===== config.mk =====
export PLATFORM = sky130hd
export DESIGN_NAME = sbc_device_flat
export DESIGN_NICKNAME = d
export VERILOG_FILES = /design/src/sbc_pkg.sv /design/src/sbc_if.sv /design/src/sbc_device.sv /design/src/flat_wrapper.sv
export VERILOG_INCLUDE_DIRS = /design/src
export SDC_FILE = /design/constraint.sdc
export NUM_CORES = 1
export LEC_CHECK = 0
export ABC_AREA = 1
export BUFFER_PORTS_ARGS = -buffer_cell sky130_fd_sc_hd__buf_2
export CORE_ASPECT_RATIO = 1.75
export CORE_MARGIN = 2
export CORE_UTILIZATION = 25
export DETAILED_ROUTE_END_ITERATION = 16
export MAX_ROUTING_LAYER = met4
export PLACE_DENSITY = 0.41
export SYNTH_ARGS = -nofsm -noshare
export SYNTH_HDL_FRONTEND = slang
export SYNTH_SLANG_ARGS = --single-unit

===== constraint.sdc =====
create_clock -name clk -period 2.9 [get_ports clk]
set_input_delay 0.58 -clock clk [delete_from_list [all_inputs] [get_ports clk]]
set_output_delay 0.58 -clock clk [all_outputs]
set_load 0.02 [all_outputs]

===== src/sbc_map.svh =====
/*
  timing counts and field positions for the bank command tracker.
  assumes a 40 MHz clock; counts are whole cycles rounded up.
*/
`ifndef SBC_MAP_SVH
`define SBC_MAP_SVH
`define SBC_CLK_PERIOD_PS      25000
`define SBC_PRECHARGE_PS       19200
`define SBC_ACT_TO_COL_PS      19200
`define SBC_REFRESH_CYCLE_PS   80000
`define SBC_MODE_LOAD_PS       15000
`define SBC_SR_EXIT_PS         120000
`define SBC_CYC(ps)            (((ps) + `SBC_CLK_PERIOD_PS - 1) / `SBC_CLK_PERIOD_PS)
`define SBC_BURST_LEN          4
`define SBC_AUTO_PRE_BIT       10
`define SBC_NUM_BANKS          4
`define SBC_ROW_W              12
`define SBC_COL_W              8
`endif


===== src/sbc_pkg.sv =====
/*
  types for the bank command tracker.
  assumes sbc_map.svh for all numbers.
*/
package sbc_pkg;
  typedef enum logic [2:0] {
    SBC_CMD_DESEL, SBC_CMD_NOP, SBC_CMD_ACT, SBC_CMD_READ,
    SBC_CMD_WRITE, SBC_CMD_PRE, SBC_CMD_BST, SBC_CMD_RSVD
  } sbc_cmd_t;
  typedef enum logic [3:0] {
    SBC_ST_IDLE, SBC_ST_ACTIVATING, SBC_ST_ACTIVE, SBC_ST_READ, SBC_ST_WRITE,
    SBC_ST_READ_AP, SBC_ST_WRITE_AP, SBC_ST_PRECHARGING, SBC_ST_REFRESHING,
    SBC_ST_MODE_LOAD, SBC_ST_PRE_ALL, SBC_ST_DEEP_PD
  } sbc_state_t;
endpackage


===== src/sbc_if.sv =====
/*
  strobe-encoded command link between controller and memory device.
  assumes one shared clock; all signals sampled on its rising edge.
*/
`timescale 1ns/100ps
`include "sbc_map.svh"
interface sbc_if;
  logic                         clock_enable;
  logic                         chip_select_n;
  logic                         row_strobe_n;
  logic                         column_strobe_n;
  logic                         write_enable_n;
  logic [1:0]                   bank_addr;
  logic [`SBC_ROW_W-1:0]        addr;
  modport ctrl (output clock_enable, chip_select_n, row_strobe_n, column_strobe_n,
                output write_enable_n, bank_addr, addr);
  modport dev  (input clock_enable, chip_select_n, row_strobe_n, column_strobe_n,
                input write_enable_n, bank_addr, addr);
endinterface


===== src/sbc_device.sv =====
/*
  per-bank command decode and state tracking for a four-bank sdram device.
  assumes a controller on the same clock driving legal command sequences.
*/
// Function
// - chip select high: deselect, work continues
// - nop leaves ongoing operations unchanged
// - activate on idle bank opens row
// - refresh, mode load only when all idle
// - refresh busy for refresh_cycle_time, then idle
// - mode load busy for mode_load_time, then idle
// - only deselect/nop during all-bank busy states
// - precharge of idle bank is nop
// - read/write in row active starts burst
// - precharge closes one bank or all
// - precharge truncates plain read burst
// - precharge truncates plain write burst
// - burst stop ends newest burst, any bank
// - read burst accepts new read or write
// - write burst accepts new write or read
// - precharging lasts precharge_time, then idle
// - busy bank gets only nop or other-bank commands
// - activating lasts activate_to_column_time, then active
// - auto precharge busy until precharge_time after burst
// - decode only with clock enable high twice, post exit
// - controller issues only defined combinations
// - precharge-all idles every bank after precharge_time
// - burst stop with enable falling, idle: deep power-down
`timescale 1ns/100ps
`include "sbc_map.svh"
module sbc_device #(
  parameter int PRECHARGE_TIME   = `SBC_CYC(`SBC_PRECHARGE_PS),
  parameter int ACTIVATE_TO_COLUMN_TIME  = `SBC_CYC(`SBC_ACT_TO_COL_PS),
  parameter int REFRESH_CYCLE_TIME  = `SBC_CYC(`SBC_REFRESH_CYCLE_PS),
  parameter int MODE_LOAD_TIME  = `SBC_CYC(`SBC_MODE_LOAD_PS),
  parameter int SELF_REFRESH_EXIT_TIME  = `SBC_CYC(`SBC_SR_EXIT_PS),
  parameter int BURST = `SBC_BURST_LEN
) (
  // clock and reset
  input  wire logic                         clk,
  input  wire logic                         arst_n,
  // link
  sbc_if.dev                                link,
  // user side: per-bank state and open rows
  output logic [4*`SBC_NUM_BANKS-1:0]       bank_state,
  output logic [`SBC_NUM_BANKS-1:0]         bank_idle,
  output logic [`SBC_NUM_BANKS*`SBC_ROW_W-1:0] open_row,
  output logic                              deep_power_down,
  output logic                              all_idle,
  // self refresh exit notice, starts the exit wait
  input  wire logic                         self_refresh_exit
);
  localparam int NB = `SBC_NUM_BANKS;
  localparam int CW = 8;

  initial begin
    if (PRECHARGE_TIME < 1 || ACTIVATE_TO_COLUMN_TIME < 1 || REFRESH_CYCLE_TIME < 1 || MODE_LOAD_TIME < 1 || BURST < 1 || SELF_REFRESH_EXIT_TIME < 1 ||
        REFRESH_CYCLE_TIME > 255 || PRECHARGE_TIME > 255 || ACTIVATE_TO_COLUMN_TIME > 255 || MODE_LOAD_TIME > 255 || BURST > 255 || SELF_REFRESH_EXIT_TIME > 255)
      $error("sbc_device: timing parameter out of range");
  end

  function automatic logic [CW-1:0] cyc(input int n);
    cyc = CW'(n);
  endfunction

  sbc_pkg::sbc_state_t st_r   [NB];
  sbc_pkg::sbc_state_t st_nxt [NB];
  logic [CW-1:0]       cnt_r  [NB];
  logic [CW-1:0]       cnt_nxt[NB];
  logic [`SBC_ROW_W-1:0] row_r[NB];
  logic                cke_prev_r;
  logic [CW-1:0]       xsr_r;
  logic [1:0]          last_bank_r;
  logic                dpd_r;

  wire cs  = ~link.chip_select_n;
  wire ras = ~link.row_strobe_n;
  wire cas = ~link.column_strobe_n;
  wire we  = ~link.write_enable_n;
  wire ap  = link.addr[`SBC_AUTO_PRE_BIT];
  wire [1:0] ba = link.bank_addr;

  wire sbc_pkg::sbc_cmd_t cmd =
    !cs                 ? sbc_pkg::SBC_CMD_DESEL :
    (!ras && !cas && !we) ? sbc_pkg::SBC_CMD_NOP :
    ( ras && !cas && !we) ? sbc_pkg::SBC_CMD_ACT :
    (!ras &&  cas && !we) ? sbc_pkg::SBC_CMD_READ :
    (!ras &&  cas &&  we) ? sbc_pkg::SBC_CMD_WRITE :
    ( ras && !cas &&  we) ? sbc_pkg::SBC_CMD_PRE :
    (!ras && !cas &&  we) ? sbc_pkg::SBC_CMD_BST : sbc_pkg::SBC_CMD_RSVD;
  wire is_ref  = cs && ras && cas && !we;
  wire is_mrs  = cs && ras && cas && we;

  // decode gate: enable high twice, exit wait over
  wire decode_en = cke_prev_r && link.clock_enable && (xsr_r == '0) && !dpd_r;
  wire dpd_entry = cke_prev_r && !link.clock_enable && cs && !ras && !cas && we;

  logic all_idle_w;
  always_comb begin
    all_idle_w = 1'b1;
    for (int i = 0; i < NB; i++)
      if (st_r[i] != sbc_pkg::SBC_ST_IDLE) all_idle_w = 1'b0;
  end

  always_comb begin
    for (int i = 0; i < NB; i++) begin
      logic hit;
      logic cnt_done;
      hit        = decode_en && (ba == 2'(i));
      cnt_done   = (cnt_r[i] <= cyc(1));
      st_nxt[i]  = st_r[i];
      cnt_nxt[i] = (cnt_r[i] != '0) ? cnt_r[i] - cyc(1) : cnt_r[i];
      case (st_r[i])
        sbc_pkg::SBC_ST_IDLE: begin
          if (hit && cmd == sbc_pkg::SBC_CMD_ACT) begin
            st_nxt[i]  = sbc_pkg::SBC_ST_ACTIVATING;
            cnt_nxt[i] = cyc(ACTIVATE_TO_COLUMN_TIME);
          end else if (decode_en && is_ref && all_idle_w) begin
            st_nxt[i]  = sbc_pkg::SBC_ST_REFRESHING;
            cnt_nxt[i] = cyc(REFRESH_CYCLE_TIME);
          end else if (decode_en && is_mrs && all_idle_w) begin
            st_nxt[i]  = sbc_pkg::SBC_ST_MODE_LOAD;
            cnt_nxt[i] = cyc(MODE_LOAD_TIME);
          end else if (dpd_entry && all_idle_w) begin
            st_nxt[i]  = sbc_pkg::SBC_ST_DEEP_PD;
          end
          // precharge to an idle bank falls through unchanged
        end
        sbc_pkg::SBC_ST_ACTIVATING:
          if (cnt_done) st_nxt[i] = sbc_pkg::SBC_ST_ACTIVE;
        sbc_pkg::SBC_ST_ACTIVE, sbc_pkg::SBC_ST_READ, sbc_pkg::SBC_ST_WRITE: begin
          if (decode_en && cmd == sbc_pkg::SBC_CMD_PRE && (hit || ap)) begin
            st_nxt[i]  = ap ? sbc_pkg::SBC_ST_PRE_ALL
                            : sbc_pkg::SBC_ST_PRECHARGING;
            cnt_nxt[i] = cyc(PRECHARGE_TIME);
          end else if (hit && (cmd == sbc_pkg::SBC_CMD_READ ||
                               cmd == sbc_pkg::SBC_CMD_WRITE)) begin
            if (cmd == sbc_pkg::SBC_CMD_READ)
              st_nxt[i] = ap ? sbc_pkg::SBC_ST_READ_AP : sbc_pkg::SBC_ST_READ;
            else
              st_nxt[i] = ap ? sbc_pkg::SBC_ST_WRITE_AP : sbc_pkg::SBC_ST_WRITE;
            cnt_nxt[i] = ap ? cyc(BURST + PRECHARGE_TIME) : cyc(BURST);
          end else if (decode_en && cmd == sbc_pkg::SBC_CMD_BST &&
                       last_bank_r == 2'(i) && st_r[i] != sbc_pkg::SBC_ST_ACTIVE) begin
            st_nxt[i] = sbc_pkg::SBC_ST_ACTIVE;
          end else if (st_r[i] != sbc_pkg::SBC_ST_ACTIVE && cnt_done) begin
            st_nxt[i] = sbc_pkg::SBC_ST_ACTIVE;
          end
        end
        sbc_pkg::SBC_ST_READ_AP, sbc_pkg::SBC_ST_WRITE_AP,
        sbc_pkg::SBC_ST_PRECHARGING, sbc_pkg::SBC_ST_PRE_ALL:
          if (cnt_done) st_nxt[i] = sbc_pkg::SBC_ST_IDLE;
        sbc_pkg::SBC_ST_REFRESHING, sbc_pkg::SBC_ST_MODE_LOAD:
          if (cnt_done) st_nxt[i] = sbc_pkg::SBC_ST_IDLE;
        sbc_pkg::SBC_ST_DEEP_PD:
          if (link.clock_enable) st_nxt[i] = sbc_pkg::SBC_ST_IDLE;
        default: st_nxt[i] = sbc_pkg::SBC_ST_IDLE;
      endcase
    end
  end

  wire burst_start = decode_en && (cmd == sbc_pkg::SBC_CMD_READ || cmd == sbc_pkg::SBC_CMD_WRITE);

  always_ff @(posedge clk or negedge arst_n) begin
    if (!arst_n) begin
      for (int i = 0; i < NB; i++) begin
        st_r[i]  <= sbc_pkg::SBC_ST_IDLE;
        cnt_r[i] <= '0;
        row_r[i] <= '0;
      end
    end else begin
      for (int i = 0; i < NB; i++) begin
        st_r[i]  <= st_nxt[i];
        cnt_r[i] <= cnt_nxt[i];
        if (st_r[i] == sbc_pkg::SBC_ST_IDLE && st_nxt[i] == sbc_pkg::SBC_ST_ACTIVATING)
          row_r[i] <= link.addr;
      end
    end
  end

  always_ff @(posedge clk or negedge arst_n) begin
    if (!arst_n) begin
      cke_prev_r  <= 1'b0;
      xsr_r       <= '0;
      last_bank_r <= 2'h0;
      dpd_r       <= 1'b0;
    end else begin
      cke_prev_r <= link.clock_enable;
      if (self_refresh_exit) xsr_r <= cyc(SELF_REFRESH_EXIT_TIME);
      else if (xsr_r != '0) xsr_r <= xsr_r - cyc(1);
      if (burst_start) last_bank_r <= ba;
      dpd_r <= (st_nxt[0] == sbc_pkg::SBC_ST_DEEP_PD);
    end
  end

  always_ff @(posedge clk or negedge arst_n) begin
    if (!arst_n) begin
      bank_state      <= '0;
      bank_idle       <= '1;
      open_row        <= '0;
      deep_power_down <= 1'b0;
      all_idle        <= 1'b1;
    end else begin
      for (int i = 0; i < NB; i++) begin
        bank_state[4*i +: 4]                  <= st_nxt[i];
        bank_idle[i]                          <= (st_nxt[i] == sbc_pkg::SBC_ST_IDLE);
        open_row[`SBC_ROW_W*i +: `SBC_ROW_W]  <= row_r[i];
      end
      deep_power_down <= (st_nxt[0] == sbc_pkg::SBC_ST_DEEP_PD);
      all_idle        <= (st_nxt[0] == sbc_pkg::SBC_ST_IDLE) && (st_nxt[1] == sbc_pkg::SBC_ST_IDLE)
                      && (st_nxt[2] == sbc_pkg::SBC_ST_IDLE) && (st_nxt[3] == sbc_pkg::SBC_ST_IDLE);
    end
  end
endmodule


===== src/flat_wrapper.sv =====
// flat-port wrapper written by rule: the top's interface ports become plain ports
module sbc_device_flat 
#(
  parameter int PRECHARGE_TIME   = `SBC_CYC(`SBC_PRECHARGE_PS),
  parameter int ACTIVATE_TO_COLUMN_TIME  = `SBC_CYC(`SBC_ACT_TO_COL_PS),
  parameter int REFRESH_CYCLE_TIME  = `SBC_CYC(`SBC_REFRESH_CYCLE_PS),
  parameter int MODE_LOAD_TIME  = `SBC_CYC(`SBC_MODE_LOAD_PS),
  parameter int SELF_REFRESH_EXIT_TIME  = `SBC_CYC(`SBC_SR_EXIT_PS),
  parameter int BURST = `SBC_BURST_LEN
)
  (clk, arst_n, bank_state, bank_idle, open_row, deep_power_down, all_idle, self_refresh_exit, link_clock_enable, link_chip_select_n, link_row_strobe_n, link_column_strobe_n, link_write_enable_n, link_bank_addr, link_addr);
  sbc_if link_i ();
  input  wire logic clk;
  input  wire logic arst_n;
  output logic [4*`SBC_NUM_BANKS-1:0] bank_state;
  output logic [`SBC_NUM_BANKS-1:0] bank_idle;
  output logic [`SBC_NUM_BANKS*`SBC_ROW_W-1:0] open_row;
  output logic deep_power_down;
  output logic all_idle;
  input  wire logic self_refresh_exit;
  input wire logic [$bits(link_i.clock_enable)-1:0] link_clock_enable;
  input wire logic [$bits(link_i.chip_select_n)-1:0] link_chip_select_n;
  input wire logic [$bits(link_i.row_strobe_n)-1:0] link_row_strobe_n;
  input wire logic [$bits(link_i.column_strobe_n)-1:0] link_column_strobe_n;
  input wire logic [$bits(link_i.write_enable_n)-1:0] link_write_enable_n;
  input wire logic [$bits(link_i.bank_addr)-1:0] link_bank_addr;
  input wire logic [$bits(link_i.addr)-1:0] link_addr;
  assign link_i.clock_enable = link_clock_enable;
  assign link_i.chip_select_n = link_chip_select_n;
  assign link_i.row_strobe_n = link_row_strobe_n;
  assign link_i.column_strobe_n = link_column_strobe_n;
  assign link_i.write_enable_n = link_write_enable_n;
  assign link_i.bank_addr = link_bank_addr;
  assign link_i.addr = link_addr;
  sbc_device #(.PRECHARGE_TIME(PRECHARGE_TIME), .ACTIVATE_TO_COLUMN_TIME(ACTIVATE_TO_COLUMN_TIME), .REFRESH_CYCLE_TIME(REFRESH_CYCLE_TIME), .MODE_LOAD_TIME(MODE_LOAD_TIME), .SELF_REFRESH_EXIT_TIME(SELF_REFRESH_EXIT_TIME), .BURST(BURST)) u_core (.clk(clk), .arst_n(arst_n), .link(link_i), .bank_state(bank_state), .bank_idle(bank_idle), .open_row(open_row), .deep_power_down(deep_power_down), .all_idle(all_idle), .self_refresh_exit(self_refresh_exit));
endmodule

### After elaboration in Yosys (flattened, before gate mapping)

Index checks and enable logic that the tools add are counted.

| word-level totals | value |
|---|---|
| input port bits | 22 |
| output and inout bits | 70 |
| logic and storage cells | 291 |
| register bits | 177 |

| cells by class | value |
|---|---|
| $add $sub $neg | 5 |
| bitwise gates (word level) | 4 |
| mux-type cells | 94 |
| reduce and logical (&&, ||, !) cells | 100 |
| order comparisons | 4 |
| eq/ne operators | 64 |

Operator list:

| cell | count |
|---|---|
| $mux 8 | 26 |
| $mux 4 | 46 |
| $pmux 4 s5 | 4 |
| $eq 4x4->1 const B | 17 |
| $eq 4x3->1 const B | 16 |
| $logic_and 1x1->1 | 64 |
| $pmux 8 s2 | 4 |
| $reduce_bool 8->1 | 5 |
| $sub 8x1->8 const B | 5 |
| $eq 4x1->1 const B | 8 |
| $eq 4x2->1 const B | 8 |
| $le 8x1->1 const B | 4 |
| $logic_not 4->1 | 8 |
| $reduce_or 6->1 | 4 |
| $mux 3 | 7 |
| $ne 4x2->1 const B | 4 |
| $reduce_bool 4->1 | 4 |
| $reduce_or 3->1 | 4 |
| $eq 3x3->1 const B | 3 |
| $eq 2x2->1 const B | 4 |
| $logic_not 8->1 | 1 |
| $eq 3x2->1 const B | 2 |
| $mux 1 | 6 |
| $logic_or 1x1->1 | 5 |
| 6 further kinds | 12 |

### Depth between registers and ports, before layout

| depth | value |
|---|---|
| depth in word-level cells | 21 |
| gate-level depth with buffers | 17 |
| gate-level depth less buffers | 16 |

### Worst setup path before layout

Ideal clock, no wire load.

| path | value |
|---|---|
| kind | input to register |
| from | input link_row_strobe_n |
| to | register u_core.row_r[46] in the netlist's numbering |
| library setup time | 133 ps |
| slack | 673 ps |
| data required time | 2,767 ps |
| arrival | 2,094 ps |
| stages on the path | 13 |
| path buffers | 1 |
| path through | inv_1 nor3_4 inv_1 nor2_1 ha_1 nor2_1 o21ai_0 nand3_2 inv_2 nand2_2 buf_2 nand2_1 o21ai_1 |

| between the ends | value |
|---|---|
| longest elaborated chain between the ends | 19 |
| elaborated cells on any way between the ends | 53 |
| those cells by class | eq/ne: 6; mux: 16; bitwise: 1; reduce/logical: 30 |

Ends and longest elaborated chain:

| element | RTL line | RTL |
|---|---|---|
| start: declaration | flat_wrapper.sv:23 | `input wire logic [$bits(link_i.row_strobe_n)-1:0] link_row_strobe_n;` |
| $logic_and 1x1->1 or $not 1->1 (tied branches) | sbc_device.sv:85, sbc_device.sv:90, sbc_device.sv:77 |  |
| $logic_and 1x1->1, on equally long branches | sbc_device.sv:90, sbc_device.sv:86, sbc_device.sv:89 |  |
| $mux 1 or $logic_and 1x1->1 (tied branches) | sbc_device.sv:90, sbc_device.sv:89 |  |
| $mux 3 | sbc_device.sv:89 | `( ras && !cas && we) ? sbc_pkg::SBC_CMD_PRE :` |
| $mux 3 | sbc_device.sv:88 | `(!ras && cas && we) ? sbc_pkg::SBC_CMD_WRITE :` |
| $mux 3 | sbc_device.sv:87 | `(!ras && cas && !we) ? sbc_pkg::SBC_CMD_READ :` |
| $mux 3 | sbc_device.sv:86 | `( ras && !cas && !we) ? sbc_pkg::SBC_CMD_ACT :` |
| $mux 3 | sbc_device.sv:85 | `(!ras && !cas && !we) ? sbc_pkg::SBC_CMD_NOP :` |
| (+2 left out) | -- |  |
| $logic_and 1x1->1 (2 in series) | sbc_device.sv:143 | `end else if (decode_en && cmd == sbc_pkg::SBC_CMD_BST &&` |
| $logic_and 1x1->1 | sbc_device.sv:144 | `last_bank_r == 2'(i) && st_r[i] != sbc_pkg::SBC_ST_ACTIVE) begin` |
| $mux 4 | sbc_device.sv:143 |  |
| $mux 4 | sbc_device.sv:136 | `end else if (hit && (cmd == sbc_pkg::SBC_CMD_READ \|\|` |
| $mux 4 | sbc_device.sv:132 | `if (decode_en && cmd == sbc_pkg::SBC_CMD_PRE && (hit \|\| ap)) begin` |
| $pmux 4 s5 (*) | sbc_device.sv:113 | `case (st_r[i])` |
| $eq 4x1->1 (*) | sbc_device.sv:175 | `if (st_r[i] == sbc_pkg::SBC_ST_IDLE && st_nxt[i] == sbc_pkg::SBC_ST_ACTIVATING)` |
| $logic_and 1x1->1 (*) | sbc_device.sv:175 |  |
| end signal: indexed assignment | sbc_device.sv:176 | `row_r[i] <= link.addr;` |
| end: declaration | sbc_device.sv:70 | `` logic [`SBC_ROW_W-1:0] row_r[NB]; `` |

Mark *: on every way between the ends. The rest lies on a longest branch, timed or not.
A chain may end at the register's enable or synchronous reset.

### Worst setup path after layout

| path | value |
|---|---|
| from | register u_core.xsr_r[0] |
| to | register u_core.row_r[33] in the netlist's numbering |

| between the ends | value |
|---|---|
| longest elaborated chain between the ends | 12 |
| elaborated cells on any way between the ends | 25 |
| those cells by class | eq/ne: 1; mux: 7; reduce/logical: 17 |

Ends and longest elaborated chain:

| element | RTL line | RTL |
|---|---|---|
| start: declaration | sbc_device.sv:72 | `logic [CW-1:0] xsr_r;` |
| start signal: assignment | sbc_device.sv:189 | `if (self_refresh_exit) xsr_r <= cyc(SELF_REFRESH_EXIT_TIME);` |
| start signal: assignment | sbc_device.sv:190 | `else if (xsr_r != '0) xsr_r <= xsr_r - cyc(1);` |
| $logic_not 8->1 (*) | sbc_device.sv:95 | `wire decode_en = cke_prev_r && link.clock_enable && (xsr_r == '0) && !dpd_r;` |
| $logic_and 1x1->1 (*) (2 in series) | sbc_device.sv:95 |  |
| $logic_and 1x1->1 (2 in series) | sbc_device.sv:143 |  |
| $logic_and 1x1->1 | sbc_device.sv:144 |  |
| $mux 4 | sbc_device.sv:143 |  |
| $mux 4 | sbc_device.sv:136 |  |
| $mux 4 | sbc_device.sv:132 |  |
| $pmux 4 s5 (*) | sbc_device.sv:113 |  |
| $eq 4x1->1 (*) | sbc_device.sv:175 |  |
| $logic_and 1x1->1 (*) | sbc_device.sv:175 |  |

Marks and branches as above.

==> results.json <==
{
  "outcome": "finished, final reports clean",
  "p_int_uw": 4340,
  "ys_ff_latch": 161,
  "required_ps": 3270,
  "grt_max_degree": 61,
  "peakVddDrop_v": 0.000435,
  "p_sw_uw": 2120,
  "drive_gt1_share_pct": 22.6,
  "cts_buffers": 17,
  "avgViaCountPerCell": 4.45,
  "share_comb_of_total_power_pct": 24.6,
  "die_area_um2": 33400,
  "p_per_area_nw_per_um2": 661,
  "grt_use_total_pct": 15.8,
  "dr_total_vias": 6581,
  "numClockSinks": 161,
  "path_class": "register to register",
  "yosys_warnings": 0,
  "pre_cts_ws_ps": 63.4,
  "grt_pass1_wl_mm": 38.9,
  "diodes": 0,
  "core_um2": 31400,
  "drc": 0,
  "dr.first_iter.drc_count": 331,
  "ys.flop_type": "dfrtp_1",
  "p_sw_share_pct": 32.8,
  "clk_path_buf_depth": 2,
  "fin_crit_sh_pct": 90.4,
  "gp_congestion": 0.913,
  "ios": 92,
  "ant_nets": 0,
  "wl_mm": 24.2,
  "cts_setup_buffers": 0,
  "synth_edf_count": 0,
  "clock_latency_ps": 440,
  "nets": 1105,
  "fin_skew_ps": 6.98,
  "path_clk_slew_ps": 70,
  "syn_nets": 968,
  "hold_viol": 0,
  "h-tree-depth": 4,
  "multi_input_area_um2": 3340,
  "grt_overflow_total": 0,
  "hold_buffers": 0,
  "die_w_um": 139,
  "hold_class": "input port to asynchronous set/reset pin",
  "antenna_found_initial": 0,
  "drv_slew": 0,
  "reg2reg_to": "u_core.row_r[33]$_DFFE_PN0P_",
  "clockRootBuffer": "clkbuf_16",
  "finalInstanceArea_um2": 9770,
  "async_flop_share_pct": 100,
  "r2r-start": "u_core.xsr_r[0]$_DFFE_PN0P_",
  "fmax_ghz": 0.381,
  "cts_tree": "built",
  "reg2reg_depth": 15,
  "hpwl_mm": 18.8,
  "dp.cells": 1447,
  "start_util_pct": 25.4,
  "arrival_ps": 2990,
  "first_global_vias": 7041,
  "worstMarginPinSlew_ps": 612,
  "critical_path.max_fanout": 24,
  "cap_violations": 0,
  "die_h_um": 240,
  "regArea_um2": 4040,
  "leakage_uw": 0.00508,
  "total_power_uw": 6460,
  "syn_inst": 933,
  "rsz0062_at_grt": "false",
  "area_growth_pct": 22.5,
  "yosysSeqAreaShare_pct": 50.6,
  "netlist_area_um2": 7980,
  "ff2ff_setup_slack_ps": 280,
  "wire_per_inst_um": 16.4,
  "end_kind": "register",
  "fillers": 3431,
  "seq_power_share_pct": 39.6,
  "layout_min_cycle_time_ps": 2620,
  "fin_tns_setup_ps": 0,
  "slew-limit-headroom_pct": 58.8,
  "finalSetupViolCount": 0,
  "rows": 86,
  "syn_avg_cell_area_um2": 8.55,
  "postCtsResizedCells": 0,
  "fin_cells": 1478,
  "synthDistinctLibCells": 53,
  "port_buffers": 91,
  "postPlaceCellArea_um2": 9180,
  "worst_setup_path_start_kind": "register",
  "firstDrtPassIters": 5,
  "worst_slack_ps": 278,
  "pwr-share-clk_pct": 35.8
}
[state kept, by name, summed over array words and instances (netlist names)]
register,cells
u_core.bank_state,4
u_core.bank_idle,4
u_core.dpd_r,1
u_core.xsr_r,8
u_core.row_r,48
u_core.cke_prev_r,1
u_core.last_bank_r,2
u_core.all_idle,1
u_core.open_row,48
u_core.cnt_r,32
u_core.st_r,12
[power by group through the flow]
stage | Sequential (uW) | Clock, uW | Combinational (uW)
detailed placement | 2600 | 0 | 1600
global placement | 2600 | 0 | 1630
finish | 2560 | 2310 | 1590
CTS | 2560 | 2400 | 1620
floorplan | 2620 | 0 | 1040
global route | 2580 | 2500 | 1810
[worst max-delay path by stage]
stage | startpoint | endpoint | slack (ps) | cells past startpoint
3_3_place_gp | link_column_strobe_n | u_core.row_r[46]$_DFFE_PN0P_ | 60 | 13
4_1_cts | u_core.xsr_r[0]$_DFFE_PN0P_ | u_core.row_r[9]$_DFFE_PN0P_ | 220 | 14
5_1_grt | u_core.xsr_r[0]$_DFFE_PN0P_ | u_core.row_r[3]$_DFFE_PN0P_ | 20 | 16
2_1_floorplan | link_row_strobe_n | u_core.row_r[46]$_DFFE_PN0P_ | 670 | 13
6_report | u_core.xsr_r[0]$_DFFE_PN0P_ | u_core.row_r[33]$_DFFE_PN0P_ | 280 | 15
3_5_place_dp | link_column_strobe_n | u_core.row_r[38]$_DFFE_PN0P_ | 60 | 13
[layer usage]
metal / vias up / share of wire, % / track usage, %
li1: 3274 / - / -
met1: 3114 / 38 / 16.1
met2: 140 / 53 / 28.1
met3: 53 / 4.1 / 3.57
met4: 0 / 4.8 / 8.54
met5: - / 0 / -
[per-stage QoR]
stage	util, %	hold WS, ps
floorplan	-	284
global route	31.1	152
finish	31.1	106
detailed placement	29.2	355
CTS	31.1	123
global placement	29.2	355
[layout by cell type, fill, tap and decap left out, types with 16 or more instances in the layout]
cell type  synthesis  layout
a21oi_1           21      21
buf_2              2      90
buf_4              1      35
clkbuf_16          0      17
dfrtp_1          156     156
inv_1            121     120
nand2_1          200     200
nand3_1           49      49
nor2_1           117     117
nor2_2            17      17
nor3_1            30      30
o21ai_0           39      39
o21ai_1           20      20
o21ai_2           16      16
xor2_1            18      18
[cell usage after synthesis (3+ instances only)]
library cell	number	share of area (%)
or3_1	3	0.24
nand2_2	9	0.71
xnor2_1	6	0.66
o211ai_1	9	0.85
dfstp_2	5	1.6
nand3b_1	6	0.56
nor3_1	30	1.9
a31oi_1	3	0.24
nor2_4	4	0.56
o21ai_0	39	2.4
buf_6	7	0.99
nor2_1	117	5.5
nand2_1	200	9.4
inv_1	121	5.7
o22ai_1	3	0.24
ha_1	13	2.0
o21ai_2	16	1.8
dfrtp_1	156	49
nand4_2	3	0.47
nand3_1	49	3.1
or2_2	3	0.24
a21oi_1	21	1.3
inv_2	7	0.33
nand4_1	6	0.47
o21ai_1	20	1.3
nand3_2	4	0.50
xor2_1	18	2.0
a211oi_1	4	0.38
nor2_2	17	1.3
[worst max-delay path, stage by stage (launching register included)]
cell      delay, ps
dfrtp_1         360
inv_1           130
ha_1            170
nand2_1          90
nor2_4          280
buf_4           190
nand3b_1        160
nor2_2          210
o21ai_0         180
nand2_1         140
a21oi_4          70
buf_4           150
nand4_4          80
buf_12          180
nand2_1          90
o21ai_2          60
[cell type report]
class | instances | area share (%)
Sequential cell | 161 | 41.3
Multi-Input combinational cell | 631 | 34.2
Timing Repair Buffer | 131 | 8.44
Tap cell | 396 | 5.07
Inverter | 128 | 4.92
Clock buffer | 20 | 4.78
Clock inverter | 11 | 1.32
[cells by family after synthesis]
kind of cell / count (synthesis) / share of synthesized area (%)
buffers and inverters: 141 / 7.57
adders and majority gates: 13 / 2.04
DFF: 161 / 50.6
and+or+nand+nor: 461 / 26.5
AOI/OAI and AO/OA: 133 / 10.7
xor gates and xnor gates: 24 / 2.63
(Power assumes the default switching activity.)
